**config.mk**
```make
export PLATFORM = sky130hd
export DESIGN_NAME = exec_core
export DESIGN_NICKNAME = d
export VERILOG_FILES = /design/src/exec_pkg.sv /design/src/byte_adder.sv /design/src/exec_core.sv
export SDC_FILE = /design/constraint.sdc
export NUM_CORES = 2
export LEC_CHECK = 0
export BUFFER_PORTS_ARGS = -buffer_cell sky130_fd_sc_hd__buf_2
export CAP_MARGIN = 20
export CELL_PAD_IN_SITES_DETAIL_PLACEMENT = 1
export CELL_PAD_IN_SITES_GLOBAL_PLACEMENT = 2
export CORE_MARGIN = 2
export CORE_UTILIZATION = 41
export DETAILED_ROUTE_END_ITERATION = 8
export GPL_ROUTABILITY_DRIVEN = 1
export PLACE_DENSITY_LB_ADDON = 0.1
export SETUP_SLACK_MARGIN = 0.3
export SYNTH_ARGS = -nofsm -noshare
export SYNTH_HDL_FRONTEND = slang
export SYNTH_SLANG_ARGS = --single-unit
```
**constraint.sdc**
```tcl
create_clock -name CLK_I -period 3.2 [get_ports CLK_I]
set_clock_uncertainty 0.05 [all_clocks]
set_input_delay 0.96 -clock CLK_I [delete_from_list [all_inputs] [get_ports CLK_I]]
set_output_delay 0.96 -clock CLK_I [all_outputs]
set_load 0.05 [all_outputs]
```
**src/exec_pkg.sv**
```systemverilog
// How it works
// [RL1] Sixteen-bit immediate from bytes two and three
// [RL2] Long targets reach all 64-Kbyte code
// [RL3] Relative jumps: signed byte from next instruction
// [RL4] Direct byte selects RAM or special register
// [RL5] Indirect operand addressed by register 0/1
// [RL6] Direct bit selects RAM or register bit
// [RL7] Absolute call pushes return, low byte first
// [RL8] Absolute call target keeps page, no flags change
// [RL9] Absolute jump replaces low eleven counter bits
// [RL10] Add sets carry and aux carry
// [RL11] Overflow is carry six xor carry seven
// [RL12] Add-with-carry includes carry, same flags
// [RL13] Adds take register, direct, indirect, immediate
// [RL14] Byte AND stores result, flags untouched
// [RL15] Byte AND has six operand combinations
// [RL16] Read-modify-write reads port latch, not pins
// [RL17] Carry AND clears carry on zero bit
// [RL18] Inverted form uses complement, bit untouched
// [RL19] Carry AND takes only direct bit
// [RL20] Stack pointer resets to 07H, preincrements
// [RL21] Direct below 128 RAM, above special registers
// [RL22] Register number from low opcode bits
package exec_pkg;

  // ****************************************
  // Special registers and fields
  // ****************************************
  localparam logic [7:0] SP_RESET   = 8'h07;
  localparam logic [7:0] SFR_ACC    = 8'hE0;
  localparam logic [7:0] SFR_PSW    = 8'hD0;
  localparam logic [7:0] SFR_SP     = 8'h81;
  localparam logic [7:0] SFR_PORT   = 8'h90;
  localparam logic [7:0] BIT_BASE   = 8'h20;
  localparam int         SFR_POS    = 7;
  localparam int         CARRY_POS  = 7;
  localparam int         AUX_POS    = 6;
  localparam int         OVF_POS    = 2;
  localparam int         BANK_HI    = 4;
  localparam int         BANK_LO    = 3;

  // ****************************************
  // Opcodes
  // ****************************************
  localparam logic [7:0] OPC_LJMP   = 8'h02;
  localparam logic [7:0] OPC_LONG_CALL  = 8'h12;
  localparam logic [7:0] OPC_SJMP   = 8'h80;
  localparam logic [7:0] OPC_JC     = 8'h40;
  localparam logic [7:0] OPC_JNC    = 8'h50;
  localparam logic [7:0] OPC_ANLC   = 8'h82;
  localparam logic [7:0] OPC_ANLC_N = 8'hB0;
  localparam logic [7:0] OPC_ANL_DA = 8'h52;
  localparam logic [7:0] OPC_ANL_DI = 8'h53;
  localparam logic [4:0] ABS_JMP    = 5'h01;
  localparam logic [4:0] ABS_CALL   = 5'h11;
  localparam logic [3:0] GRP_ADD    = 4'h2;
  localparam logic [3:0] GRP_ADDC   = 4'h3;
  localparam logic [3:0] GRP_ANL    = 4'h5;
  localparam logic [3:0] SRC_IMM    = 4'h4;
  localparam logic [2:0] SRC_IND    = 3'h3;

  // ****************************************
  // Host register port
  // ****************************************
  localparam logic [2:0] HR_CTRL    = 3'h0;
  localparam logic [2:0] HR_STATE   = 3'h1;
  localparam logic [2:0] HR_ACC     = 3'h2;
  localparam logic [2:0] HR_PSW     = 3'h3;
  localparam logic [2:0] HR_SP      = 3'h4;
  localparam logic [2:0] HR_PCL     = 3'h5;
  localparam logic [2:0] HR_PCH     = 3'h6;
  localparam int         RUN_POS    = 0;

  typedef enum logic [5:0] {
    S_FETCH = 6'h01,
    S_OPC   = 6'h02,
    S_B2    = 6'h04,
    S_B3    = 6'h08,
    S_EXEC  = 6'h10,
    S_PUSH  = 6'h20
  } state_e;

endpackage : exec_pkg

```
**src/byte_adder.sv**
```systemverilog
`timescale 1ns/1ns
module byte_adder (
  input  wire logic [7:0] a_i,
  input  wire logic [7:0] b_i,
  input  wire logic       cin_i,
  output logic      [7:0] sum_o,
  output logic            c7_o,
  output logic            c3_o,
  output logic            ovf_o
);
  logic [4:0] lo;
  logic [3:0] mid;
  logic [1:0] hi;

  // ****************************************
  // Carries out of bits 3, 6 and 7
  // ****************************************
  always_comb begin
    lo    = {1'b0, a_i[3:0]} + {1'b0, b_i[3:0]} + {4'h0, cin_i};
    mid   = {1'b0, a_i[6:4]} + {1'b0, b_i[6:4]} + {3'h0, lo[4]};
    hi    = {1'b0, a_i[7]} + {1'b0, b_i[7]} + {1'b0, mid[3]};
    sum_o = {hi[0], mid[2:0], lo[3:0]};
    c7_o  = hi[1];  // see [RL10]
    c3_o  = lo[4];  // see [RL10]
    ovf_o = hi[1] ^ mid[3];  // see [RL11]
  end
endmodule : byte_adder

```
**src/exec_core.sv**
```systemverilog
`timescale 1ns/1ns
module exec_core (
  input  wire logic [2:0]  ADDR_I,
  input  wire logic        CLK_I,
  input  wire logic        RSTN_I,
  input  wire logic [7:0]  WDATA_I,
  input  wire logic        WR_I,
  input  wire logic        RD_I,
  output logic      [7:0]  RDATA_O,
  output logic      [15:0] PM_ADDR_O,
  input  wire logic [7:0]  PM_DATA_I,
  input  wire logic [7:0]  PORT_PINS_I,
  output logic      [7:0]  PORT_LATCH_O
);

  // ****************************************
  // Declarations
  // ****************************************
  logic                 rst_q1;
  logic                 rst_n;
  exec_pkg::state_e     state;
  logic [15:0]          program_counter;
  logic [15:0]          pm_addr;
  logic [7:0]           opcode;
  logic [7:0]           byte2;
  logic [7:0]           byte3;
  logic [7:0]           acc;
  logic [7:0]           psw;
  logic [7:0]           stack_pointer;
  logic [7:0]           port_latch;
  logic [7:0]           iram [0:255];
  logic                 run;
  logic [7:0]           rdata;
  logic [7:0]           reg_addr;
  logic [7:0]           ind_addr;
  logic [7:0]           src_byte;
  logic [7:0]           bit_addr;
  logic [7:0]           bit_byte;
  logic                 src_bit;
  logic                 is_ajmp;
  logic                 is_acall;
  logic                 is_call;
  logic                 is_add;
  logic                 is_addc;
  logic                 is_anl_a;
  logic                 is_anl_d;
  logic                 is_anlc;
  logic                 take_rel;
  logic                 exec;
  logic                 dwr_en;
  logic [7:0]           dwr_data;
  logic [7:0]           sum;
  logic                 c7;
  logic                 c3;
  logic                 ovf;
  logic                 carry_flag;
  logic [15:0]          next_pc;

  // ****************************************
  // Helper functions
  // ****************************************
  function automatic logic [1:0] instr_len(input logic [7:0] op);
    if (op == exec_pkg::OPC_LJMP || op == exec_pkg::OPC_LONG_CALL ||
        op == exec_pkg::OPC_ANL_DI) begin
      return 2'h3;  // see [RL1]
    end
    if (op[4:0] == exec_pkg::ABS_JMP || op[4:0] == exec_pkg::ABS_CALL ||
        op == exec_pkg::OPC_SJMP || op == exec_pkg::OPC_JC ||
        op == exec_pkg::OPC_JNC || op == exec_pkg::OPC_ANLC ||
        op == exec_pkg::OPC_ANLC_N || op == exec_pkg::OPC_ANL_DA) begin
      return 2'h2;
    end
    if ((op[7:4] == exec_pkg::GRP_ADD || op[7:4] == exec_pkg::GRP_ADDC ||
         op[7:4] == exec_pkg::GRP_ANL) &&
        (op[3:0] == exec_pkg::SRC_IMM || op[3:0] == exec_pkg::SRC_IMM + 4'h1)) begin
      return 2'h2;
    end
    return 2'h1;
  endfunction : instr_len

  // Direct space read; rmw picks the port latch over the pins
  function automatic logic [7:0] rd_dir(input logic [7:0] a, input logic rmw);
    if (!a[exec_pkg::SFR_POS]) begin
      return iram[a];  // see [RL21]
    end
    unique case (a)
      exec_pkg::SFR_ACC:  return acc;
      exec_pkg::SFR_PSW:  return psw;
      exec_pkg::SFR_SP:   return stack_pointer;
      exec_pkg::SFR_PORT: return rmw ? port_latch : PORT_PINS_I;  // see [RL16]
      default:            return 8'h00;
    endcase
  endfunction : rd_dir

  function automatic logic [15:0] page_tgt(input logic [15:0] pc_v,
                                           input logic [7:0]  op,
                                           input logic [7:0]  lo);
    return {pc_v[15:11], op[7:5], lo};  // see [RL8] see [RL9]
  endfunction : page_tgt

  // ****************************************
  // Reset release
  // ****************************************
  always_ff @(posedge CLK_I or negedge RSTN_I) begin
    if (!RSTN_I) begin
      rst_q1 <= 1'b0;
      rst_n  <= 1'b0;
    end else begin
      rst_q1 <= 1'b1;
      rst_n  <= rst_q1;
    end
  end

  // ****************************************
  // Decode and operands
  // ****************************************
  assign carry_flag = psw[exec_pkg::CARRY_POS];
  assign exec       = (state == exec_pkg::S_EXEC);
  assign reg_addr   = {3'h0, psw[exec_pkg::BANK_HI:exec_pkg::BANK_LO], opcode[2:0]};  // see [RL22]
  assign ind_addr   = {3'h0, psw[exec_pkg::BANK_HI:exec_pkg::BANK_LO], 2'h0, opcode[0]};
  assign is_ajmp    = (opcode[4:0] == exec_pkg::ABS_JMP);
  assign is_acall   = (opcode[4:0] == exec_pkg::ABS_CALL);
  assign is_call    = is_acall || opcode == exec_pkg::OPC_LONG_CALL;
  assign is_add     = opcode[7:4] == exec_pkg::GRP_ADD && opcode[3:0] >= exec_pkg::SRC_IMM;
  assign is_addc    = opcode[7:4] == exec_pkg::GRP_ADDC && opcode[3:0] >= exec_pkg::SRC_IMM;
  assign is_anl_a   = opcode[7:4] == exec_pkg::GRP_ANL && opcode[3:0] >= exec_pkg::SRC_IMM;
  assign is_anl_d   = opcode == exec_pkg::OPC_ANL_DA || opcode == exec_pkg::OPC_ANL_DI;
  assign is_anlc    = opcode == exec_pkg::OPC_ANLC || opcode == exec_pkg::OPC_ANLC_N;  // see [RL19]
  assign take_rel   = opcode == exec_pkg::OPC_SJMP ||
                      (opcode == exec_pkg::OPC_JC && carry_flag) ||
                      (opcode == exec_pkg::OPC_JNC && !carry_flag);

  // Source byte of add and accumulator AND forms
  always_comb begin
    if (opcode[3]) begin
      src_byte = iram[reg_addr];  // see [RL13] see [RL15]
    end else if (opcode[3:1] == exec_pkg::SRC_IND) begin
      src_byte = iram[iram[ind_addr]];  // see [RL5]
    end else if (opcode[3:0] == exec_pkg::SRC_IMM) begin
      src_byte = byte2;
    end else begin
      src_byte = rd_dir(byte2, 1'b0);  // see [RL4]
    end
  end

  // Bit operand: low half in RAM bytes, high half in registers
  always_comb begin
    bit_addr = byte2[exec_pkg::SFR_POS] ? {byte2[7:3], 3'h0}
                                        : exec_pkg::BIT_BASE + {4'h0, byte2[6:3]};  // see [RL6]
    bit_byte = rd_dir(bit_addr, 1'b0);
    src_bit  = bit_byte[byte2[2:0]] ^ (opcode == exec_pkg::OPC_ANLC_N);  // see [RL18]
  end

  // Direct destination of byte AND
  assign dwr_en   = exec && is_anl_d;
  always_comb begin
    dwr_data = rd_dir(byte2, 1'b1) & (opcode[0] ? byte3 : acc);  // see [RL14] see [RL16]
  end

  byte_adder u_adder (
    .a_i   (acc),
    .b_i   (src_byte),
    .cin_i (is_addc && carry_flag),  // see [RL12]
    .sum_o (sum),
    .c7_o  (c7),
    .c3_o  (c3),
    .ovf_o (ovf)
  );

  // ****************************************
  // Fetch sequencer
  // ****************************************
  always_ff @(posedge CLK_I or negedge rst_n) begin
    if (!rst_n) begin
      state   <= exec_pkg::S_FETCH;
      pm_addr <= 16'h0000;
      opcode  <= 8'h00;
      byte2   <= 8'h00;
      byte3   <= 8'h00;
    end else begin
      unique case (state)
        exec_pkg::S_FETCH: begin
          if (run) begin
            pm_addr <= program_counter;
            state   <= exec_pkg::S_OPC;
          end
        end
        exec_pkg::S_OPC: begin
          opcode <= PM_DATA_I;
          if (instr_len(PM_DATA_I) == 2'h1) begin
            state <= exec_pkg::S_EXEC;
          end else begin
            pm_addr <= program_counter;
            state   <= exec_pkg::S_B2;
          end
        end
        exec_pkg::S_B2: begin
          byte2 <= PM_DATA_I;
          if (instr_len(opcode) == 2'h3) begin
            pm_addr <= program_counter;
            state   <= exec_pkg::S_B3;
          end else begin
            state <= exec_pkg::S_EXEC;
          end
        end
        exec_pkg::S_B3: begin
          byte3 <= PM_DATA_I;
          state <= exec_pkg::S_EXEC;
        end
        exec_pkg::S_EXEC: begin
          state <= is_call ? exec_pkg::S_PUSH : exec_pkg::S_FETCH;
        end
        exec_pkg::S_PUSH: begin
          state <= exec_pkg::S_FETCH;
        end
      endcase
    end
  end

  // ****************************************
  // Program counter
  // ****************************************
  always_comb begin
    next_pc = program_counter;
    if (state == exec_pkg::S_FETCH && run) begin
      next_pc = program_counter + 16'h0001;
    end else if (state == exec_pkg::S_OPC && instr_len(PM_DATA_I) != 2'h1) begin
      next_pc = program_counter + 16'h0001;
    end else if (state == exec_pkg::S_B2 && instr_len(opcode) == 2'h3) begin
      next_pc = program_counter + 16'h0001;
    end else if (exec && is_ajmp) begin
      next_pc = page_tgt(program_counter, opcode, byte2);  // see [RL9]
    end else if (exec && opcode == exec_pkg::OPC_LJMP) begin
      next_pc = {byte2, byte3};  // see [RL1] see [RL2]
    end else if (exec && take_rel) begin
      next_pc = program_counter + {{8{byte2[7]}}, byte2};  // see [RL3]
    end else if (state == exec_pkg::S_PUSH) begin
      next_pc = is_acall ? page_tgt(program_counter, opcode, byte2)
                         : {byte2, byte3};  // see [RL8] see [RL2]
    end
  end

  always_ff @(posedge CLK_I or negedge rst_n) begin
    if (!rst_n) begin
      program_counter <= 16'h0000;
    end else begin
      program_counter <= next_pc;
    end
  end

  // ****************************************
  // Accumulator
  // ****************************************
  always_ff @(posedge CLK_I or negedge rst_n) begin
    if (!rst_n) begin
      acc <= 8'h00;
    end else if (exec && (is_add || is_addc)) begin
      acc <= sum;  // see [RL10] see [RL12]
    end else if (exec && is_anl_a) begin
      acc <= acc & src_byte;  // see [RL14]
    end else if (dwr_en && byte2 == exec_pkg::SFR_ACC) begin
      acc <= dwr_data;
    end
  end

  // ****************************************
  // Status word
  // ****************************************
  always_ff @(posedge CLK_I or negedge rst_n) begin
    if (!rst_n) begin
      psw <= 8'h00;
    end else if (exec && (is_add || is_addc)) begin
      psw[exec_pkg::CARRY_POS] <= c7;  // see [RL10]
      psw[exec_pkg::AUX_POS]   <= c3;  // see [RL10]
      psw[exec_pkg::OVF_POS]   <= ovf;  // see [RL11]
    end else if (exec && is_anlc && !src_bit) begin
      psw[exec_pkg::CARRY_POS] <= 1'b0;  // see [RL17]
    end else if (dwr_en && byte2 == exec_pkg::SFR_PSW) begin
      psw <= dwr_data;
    end
  end

  // ****************************************
  // Stack pointer and port latch
  // ****************************************
  always_ff @(posedge CLK_I or negedge rst_n) begin
    if (!rst_n) begin
      stack_pointer <= exec_pkg::SP_RESET;  // see [RL20]
    end else if ((exec && is_call) || state == exec_pkg::S_PUSH) begin
      stack_pointer <= stack_pointer + 8'h01;  // see [RL7] see [RL20]
    end else if (dwr_en && byte2 == exec_pkg::SFR_SP) begin
      stack_pointer <= dwr_data;
    end
  end

  always_ff @(posedge CLK_I or negedge rst_n) begin
    if (!rst_n) begin
      port_latch <= 8'hFF;
    end else if (dwr_en && byte2 == exec_pkg::SFR_PORT) begin
      port_latch <= dwr_data;
    end
  end

  // ****************************************
  // Internal RAM
  // ****************************************
  always_ff @(posedge CLK_I) begin
    if (exec && is_call) begin
      iram[stack_pointer + 8'h01] <= program_counter[7:0];  // see [RL7]
    end else if (state == exec_pkg::S_PUSH) begin
      iram[stack_pointer + 8'h01] <= program_counter[15:8];  // see [RL7]
    end else if (dwr_en && !byte2[exec_pkg::SFR_POS]) begin
      iram[byte2] <= dwr_data;  // see [RL21]
    end
  end

  // ****************************************
  // Host register port
  // ****************************************
  always_ff @(posedge CLK_I or negedge rst_n) begin
    if (!rst_n) begin
      run <= 1'b0;
    end else if (WR_I && ADDR_I == exec_pkg::HR_CTRL) begin
      run <= WDATA_I[exec_pkg::RUN_POS];
    end
  end

  always_ff @(posedge CLK_I or negedge rst_n) begin
    if (!rst_n) begin
      rdata <= 8'h00;
    end else if (!RD_I) begin
      rdata <= 8'h00;
    end else begin
      unique case (ADDR_I)
        exec_pkg::HR_CTRL:  rdata <= {7'h00, run};
        exec_pkg::HR_STATE: rdata <= {2'h0, state};
        exec_pkg::HR_ACC:   rdata <= acc;
        exec_pkg::HR_PSW:   rdata <= psw;
        exec_pkg::HR_SP:    rdata <= stack_pointer;
        exec_pkg::HR_PCL:   rdata <= program_counter[7:0];
        exec_pkg::HR_PCH:   rdata <= program_counter[15:8];
        default:            rdata <= 8'h00;
      endcase
    end
  end

  assign RDATA_O      = rdata;
  assign PM_ADDR_O    = pm_addr;
  assign PORT_LATCH_O = port_latch;
endmodule : exec_core

```
==> flow_metrics.py <==
metrics = {
    "outcome": {
        "outcome": "finished with violations",
        "violations": "setup timing",
    },
    "global_routing": {
        "grt_use_total": 0.343,
        "grt_max_degree": 101,
        "overflow": 0,
        "antenna_found_initial": 20,
        "grt_pass1_wl_um": 621000,
        "first_global_vias": 82700,
    },
    "layout": {
        "fillers": 25100,
        "finalNonFillerCells": 13400,
        "nets": 9900,
        "seq_area_mm2": 0.0642,
        "final_util": 0.535,
        "area_delta_synth_final_pct": 30.0,
        "drive_above_1_share": 0.317,
        "multiInputGateArea_mm2": 0.0359,
    },
    "die": {
        "ios": 63,
        "core_area_mm2": 0.248,
        "die_y_um": 503,
        "dieArea_mm2": 0.253,
        "die_x_um": 503,
        "row_count": 183,
        "start_util": 0.411,
    },
    "drt": {
        "drc": 0,
        "vias": 82700,
        "routedWlPerCell_um": 33.6,
        "via_per_inst": 6.18,
        "drt-total-wl_um": 450000,
        "dr.pass1.iters": 6,
        "ant_nets": 0,
        "drt-initial-drc-count": 10600,
    },
    "pwr": {
        "leakage_nw": 49.4,
        "vdd_drop_max_v": 0.000593,
        "power.internal_mw": 72.7,
        "design_power_total_mw": 119,
        "p_switching_mw": 46.5,
        "combPwrFrac": 0.465,
        "power_frac_seq": 0.299,
        "clkPwrFrac": 0.236,
        "switching_share": 0.390,
        "p_per_area_mw_per_mm2": 898,
    },
    "timing": {
        "fmax_mhz": 144,
        "setup_tns_ns": -5859.61,
        "worst_pin_slew_ns": 1.35,
        "relSlewSlack": 0.0771,
        "finalSetupViolCount": 4160,
        "slew_violations": 0,
        "rsz0062_at_grt": "yes",
        "setup_ws_ns": -3.72,
        "post-route-period-util": 2.16,
        "post-route-min-period_ns": 6.92,
        "hold_viol_final": 0,
    },
    "clock_network": {
        "numClockSinks": 2153,
        "cts_buffers": 236,
        "clk_pin_slew_worst_paths_ns": 0.07,
        "cts-root-buf": "clkbuf_16",
        "insertion_delay_ns": 0.97,
        "htree_levels": 4,
        "cts_tree": "yes",
        "clockBufferDepth": 3,
    },
    "yosys": {
        "yosysMostFrequentCell": "edfxtp_1",
        "ys_async_sr_fraction": 0.0488,
        "synth_area_leaders": "edfxtp_1, mux4_2, nand2_1",
        "syn_inst": 8044,
        "avgSynthCellArea_um2": 12.7,
        "synth_area_mm2": 0.102,
        "ys_seq_area_frac": 0.628,
        "synth_seq_cells": 2153,
        "netlist.area_leader.share": 0.602,
        "syn_nets": 8105,
        "synthTopCellsByCount": "edfxtp_1, nand2_1, nand3_1, mux4_2, nor2_1",
        "synth_top_area_cell": "edfxtp_1",
        "synth_edf_count": 2048,
        "synthFlopType": "edfxtp_1",
        "ys_warn_count": 0,
        "synthDistinctLibCells": 80,
    },
    "worst_hold_path": {
        "hold_path_class": "input port to register",
        "hp-start": "WDATA_I[0]",
        "min_path_cells": 2,
        "min_to": "run",
    },
    "worst_setup_path": {
        "cp.required_ns": 3.96,
        "worstSetupPathType": "register to register",
        "end_kind": "register",
        "crit_top_cell": "mux4_2",
        "crit_arrival_ns": 7.68,
        "cp_slowest_stage_delay_ns": 0.65,
        "slowest_stage": "mux4_2",
        "rrSetupSlack_ns": -3.72,
        "critical_path.cell_chain": "buf_12, buf_16, mux4_2, mux4_2, mux4_2, mux2i_1, o21a_1, nand3_2, o211ai_1, o2111ai_4, a21o_1, ha_4, a21o_1, a21oi_2, fa_2, nor2b_1, o21ai_1, nand2b_1, fa_2, a22oi_2, o21ai_1",
        "cp-start-kind": "register",
        "r2r_start": "byte2[1]",
        "r2r-end": "acc[7]",
        "reg2regPathDepth": 21,
        "critical_path_peak_fanout": 39,
    },
    "place": {
        "hpwl_um": 304000,
        "gp_congestion": 0.951,
        "place_ws_ns": -4.29,
        "dp_cells": 12800,
        "io_buffers": 55,
    },
    "run": {
        "cap_viol_max_count": 0,
    },
}
-- critical path, delay by kind of cell, from the launching register on --
kind,cells,cell delay [ns]
mux,4,1.87
buf+inv,2,0.49
simple gates,3,0.41
flops,1,0.59
fa+ha+maj,3,1.18
compound gates,9,2.11
-- metal layers --
| layer | share of wire | global-route usage | routed length, µm |
|---|---|---|---|
| met5 | 0.00023 | 0 | 105 |
| met4 | 0.044 | 0.128 | 19600 |
| met3 | 0.099 | 0.0727 | 44500 |
| met2 | 0.44 | 0.513 | 198000 |
| met1 | 0.42 | 0.492 | 188000 |
-- per-stage QoR --
step | area, µm² | hold WS [ns]
after floorplan | 103000 | 0.281
after global placement | 122000 | 0.290
after detailed placement | 122000 | 0.286
after CTS | 131000 | 0.162
after global routing | 133000 | 0.175
final | 133000 | 0.193
-- state kept, by name, summed over array words and instances (netlist names) --
name / cells
RDATA_O: 8
psw: 8
acc: 8
byte3: 8
PM_ADDR_O: 16
stack_pointer: 8
program_counter: 16
run: 1
PORT_LATCH_O: 8
rst_n: 1
rst_q1: 1
byte2: 8
iram: 2048
state: 6
opcode: 8
-- final cells by class --
type,instances,share of cell area
inverters,24,0.000735
clock buffers,282,0.0462
multi-input cells,5248,0.270
repair buffers,2176,0.154
diodes,9,0.000170
well taps,3330,0.0314
clock inverters,166,0.0138
flip-flops and latches,2153,0.484
-- cells by family (layout without fill, tap and decap cells) --
group                      count (synthesis)  count (layout)  synth area share
other                                      1              10         0.0000367
xor gates and xnor gates                  32              32           0.00274
DFF                                     2153            2153             0.628
buffers and inverters                    645            2648            0.0278
and+or+nand+nor                         3643            3644             0.154
muxes                                    717             717             0.123
AOI/OAI and AO/OA                        823             824            0.0605
adders and majority gates                 30              30           0.00412
-- repair_timing --
item                                    4_1_cts  5_1_grt
gates resized for setup                     133       97
hold endpoints to repair                      2        0
hold buffers                                  1        0
buffers inserted                             60       35
endpoints found under the setup margin     4160     4161
pin swaps                                    27       22
cloned                                        7       45
-- layout by cell type (no fill, tap or decap), types with 51 or more instances in the layout --
cell / netlist / routed
and3_1: 173 / 173
mux2i_1: 203 / 197
nor2_1: 373 / 366
a31oi_1: 72 / 70
buf_2: 201 / 56
o21ai_0: 88 / 71
nand3_1: 842 / 840
mux2_2: 91 / 91
a21oi_1: 101 / 96
buf_4: 17 / 1766
mux4_2: 418 / 414
nand2_1: 2041 / 2021
clkinv_2: 0 / 58
clkinv_1: 1 / 51
edfxtp_1: 2048 / 2048
dfrtp_1: 93 / 80
buf_12: 0 / 239
a311oi_1: 264 / 255
clkbuf_16: 0 / 268
-- worst max-delay path by stage --
stage | startpoint | end | slack, ns
CTS | byte2[0] | psw[2] | -3.42
global placement | byte2[0] | psw[2] | -4.27
finish | byte2[1] | acc[7] | -3.72
global route | byte2[0] | psw[2] | -3.65
detailed placement | byte2[0] | psw[2] | -4.29
floorplan | psw[3] | acc[7] | -2.35
-- power groups by stage --
stage	logic (mW)	registers (mW)	clock network (mW)
after floorplan	24.0	37.0	0
after global placement	47.8	36.2	0
after detailed placement	48.5	36.2	0
after CTS	51.0	35.6	28.4
after global routing	57.0	35.7	29.4
final	55.4	35.7	28.2
Power figures use the tool's default switching activity.
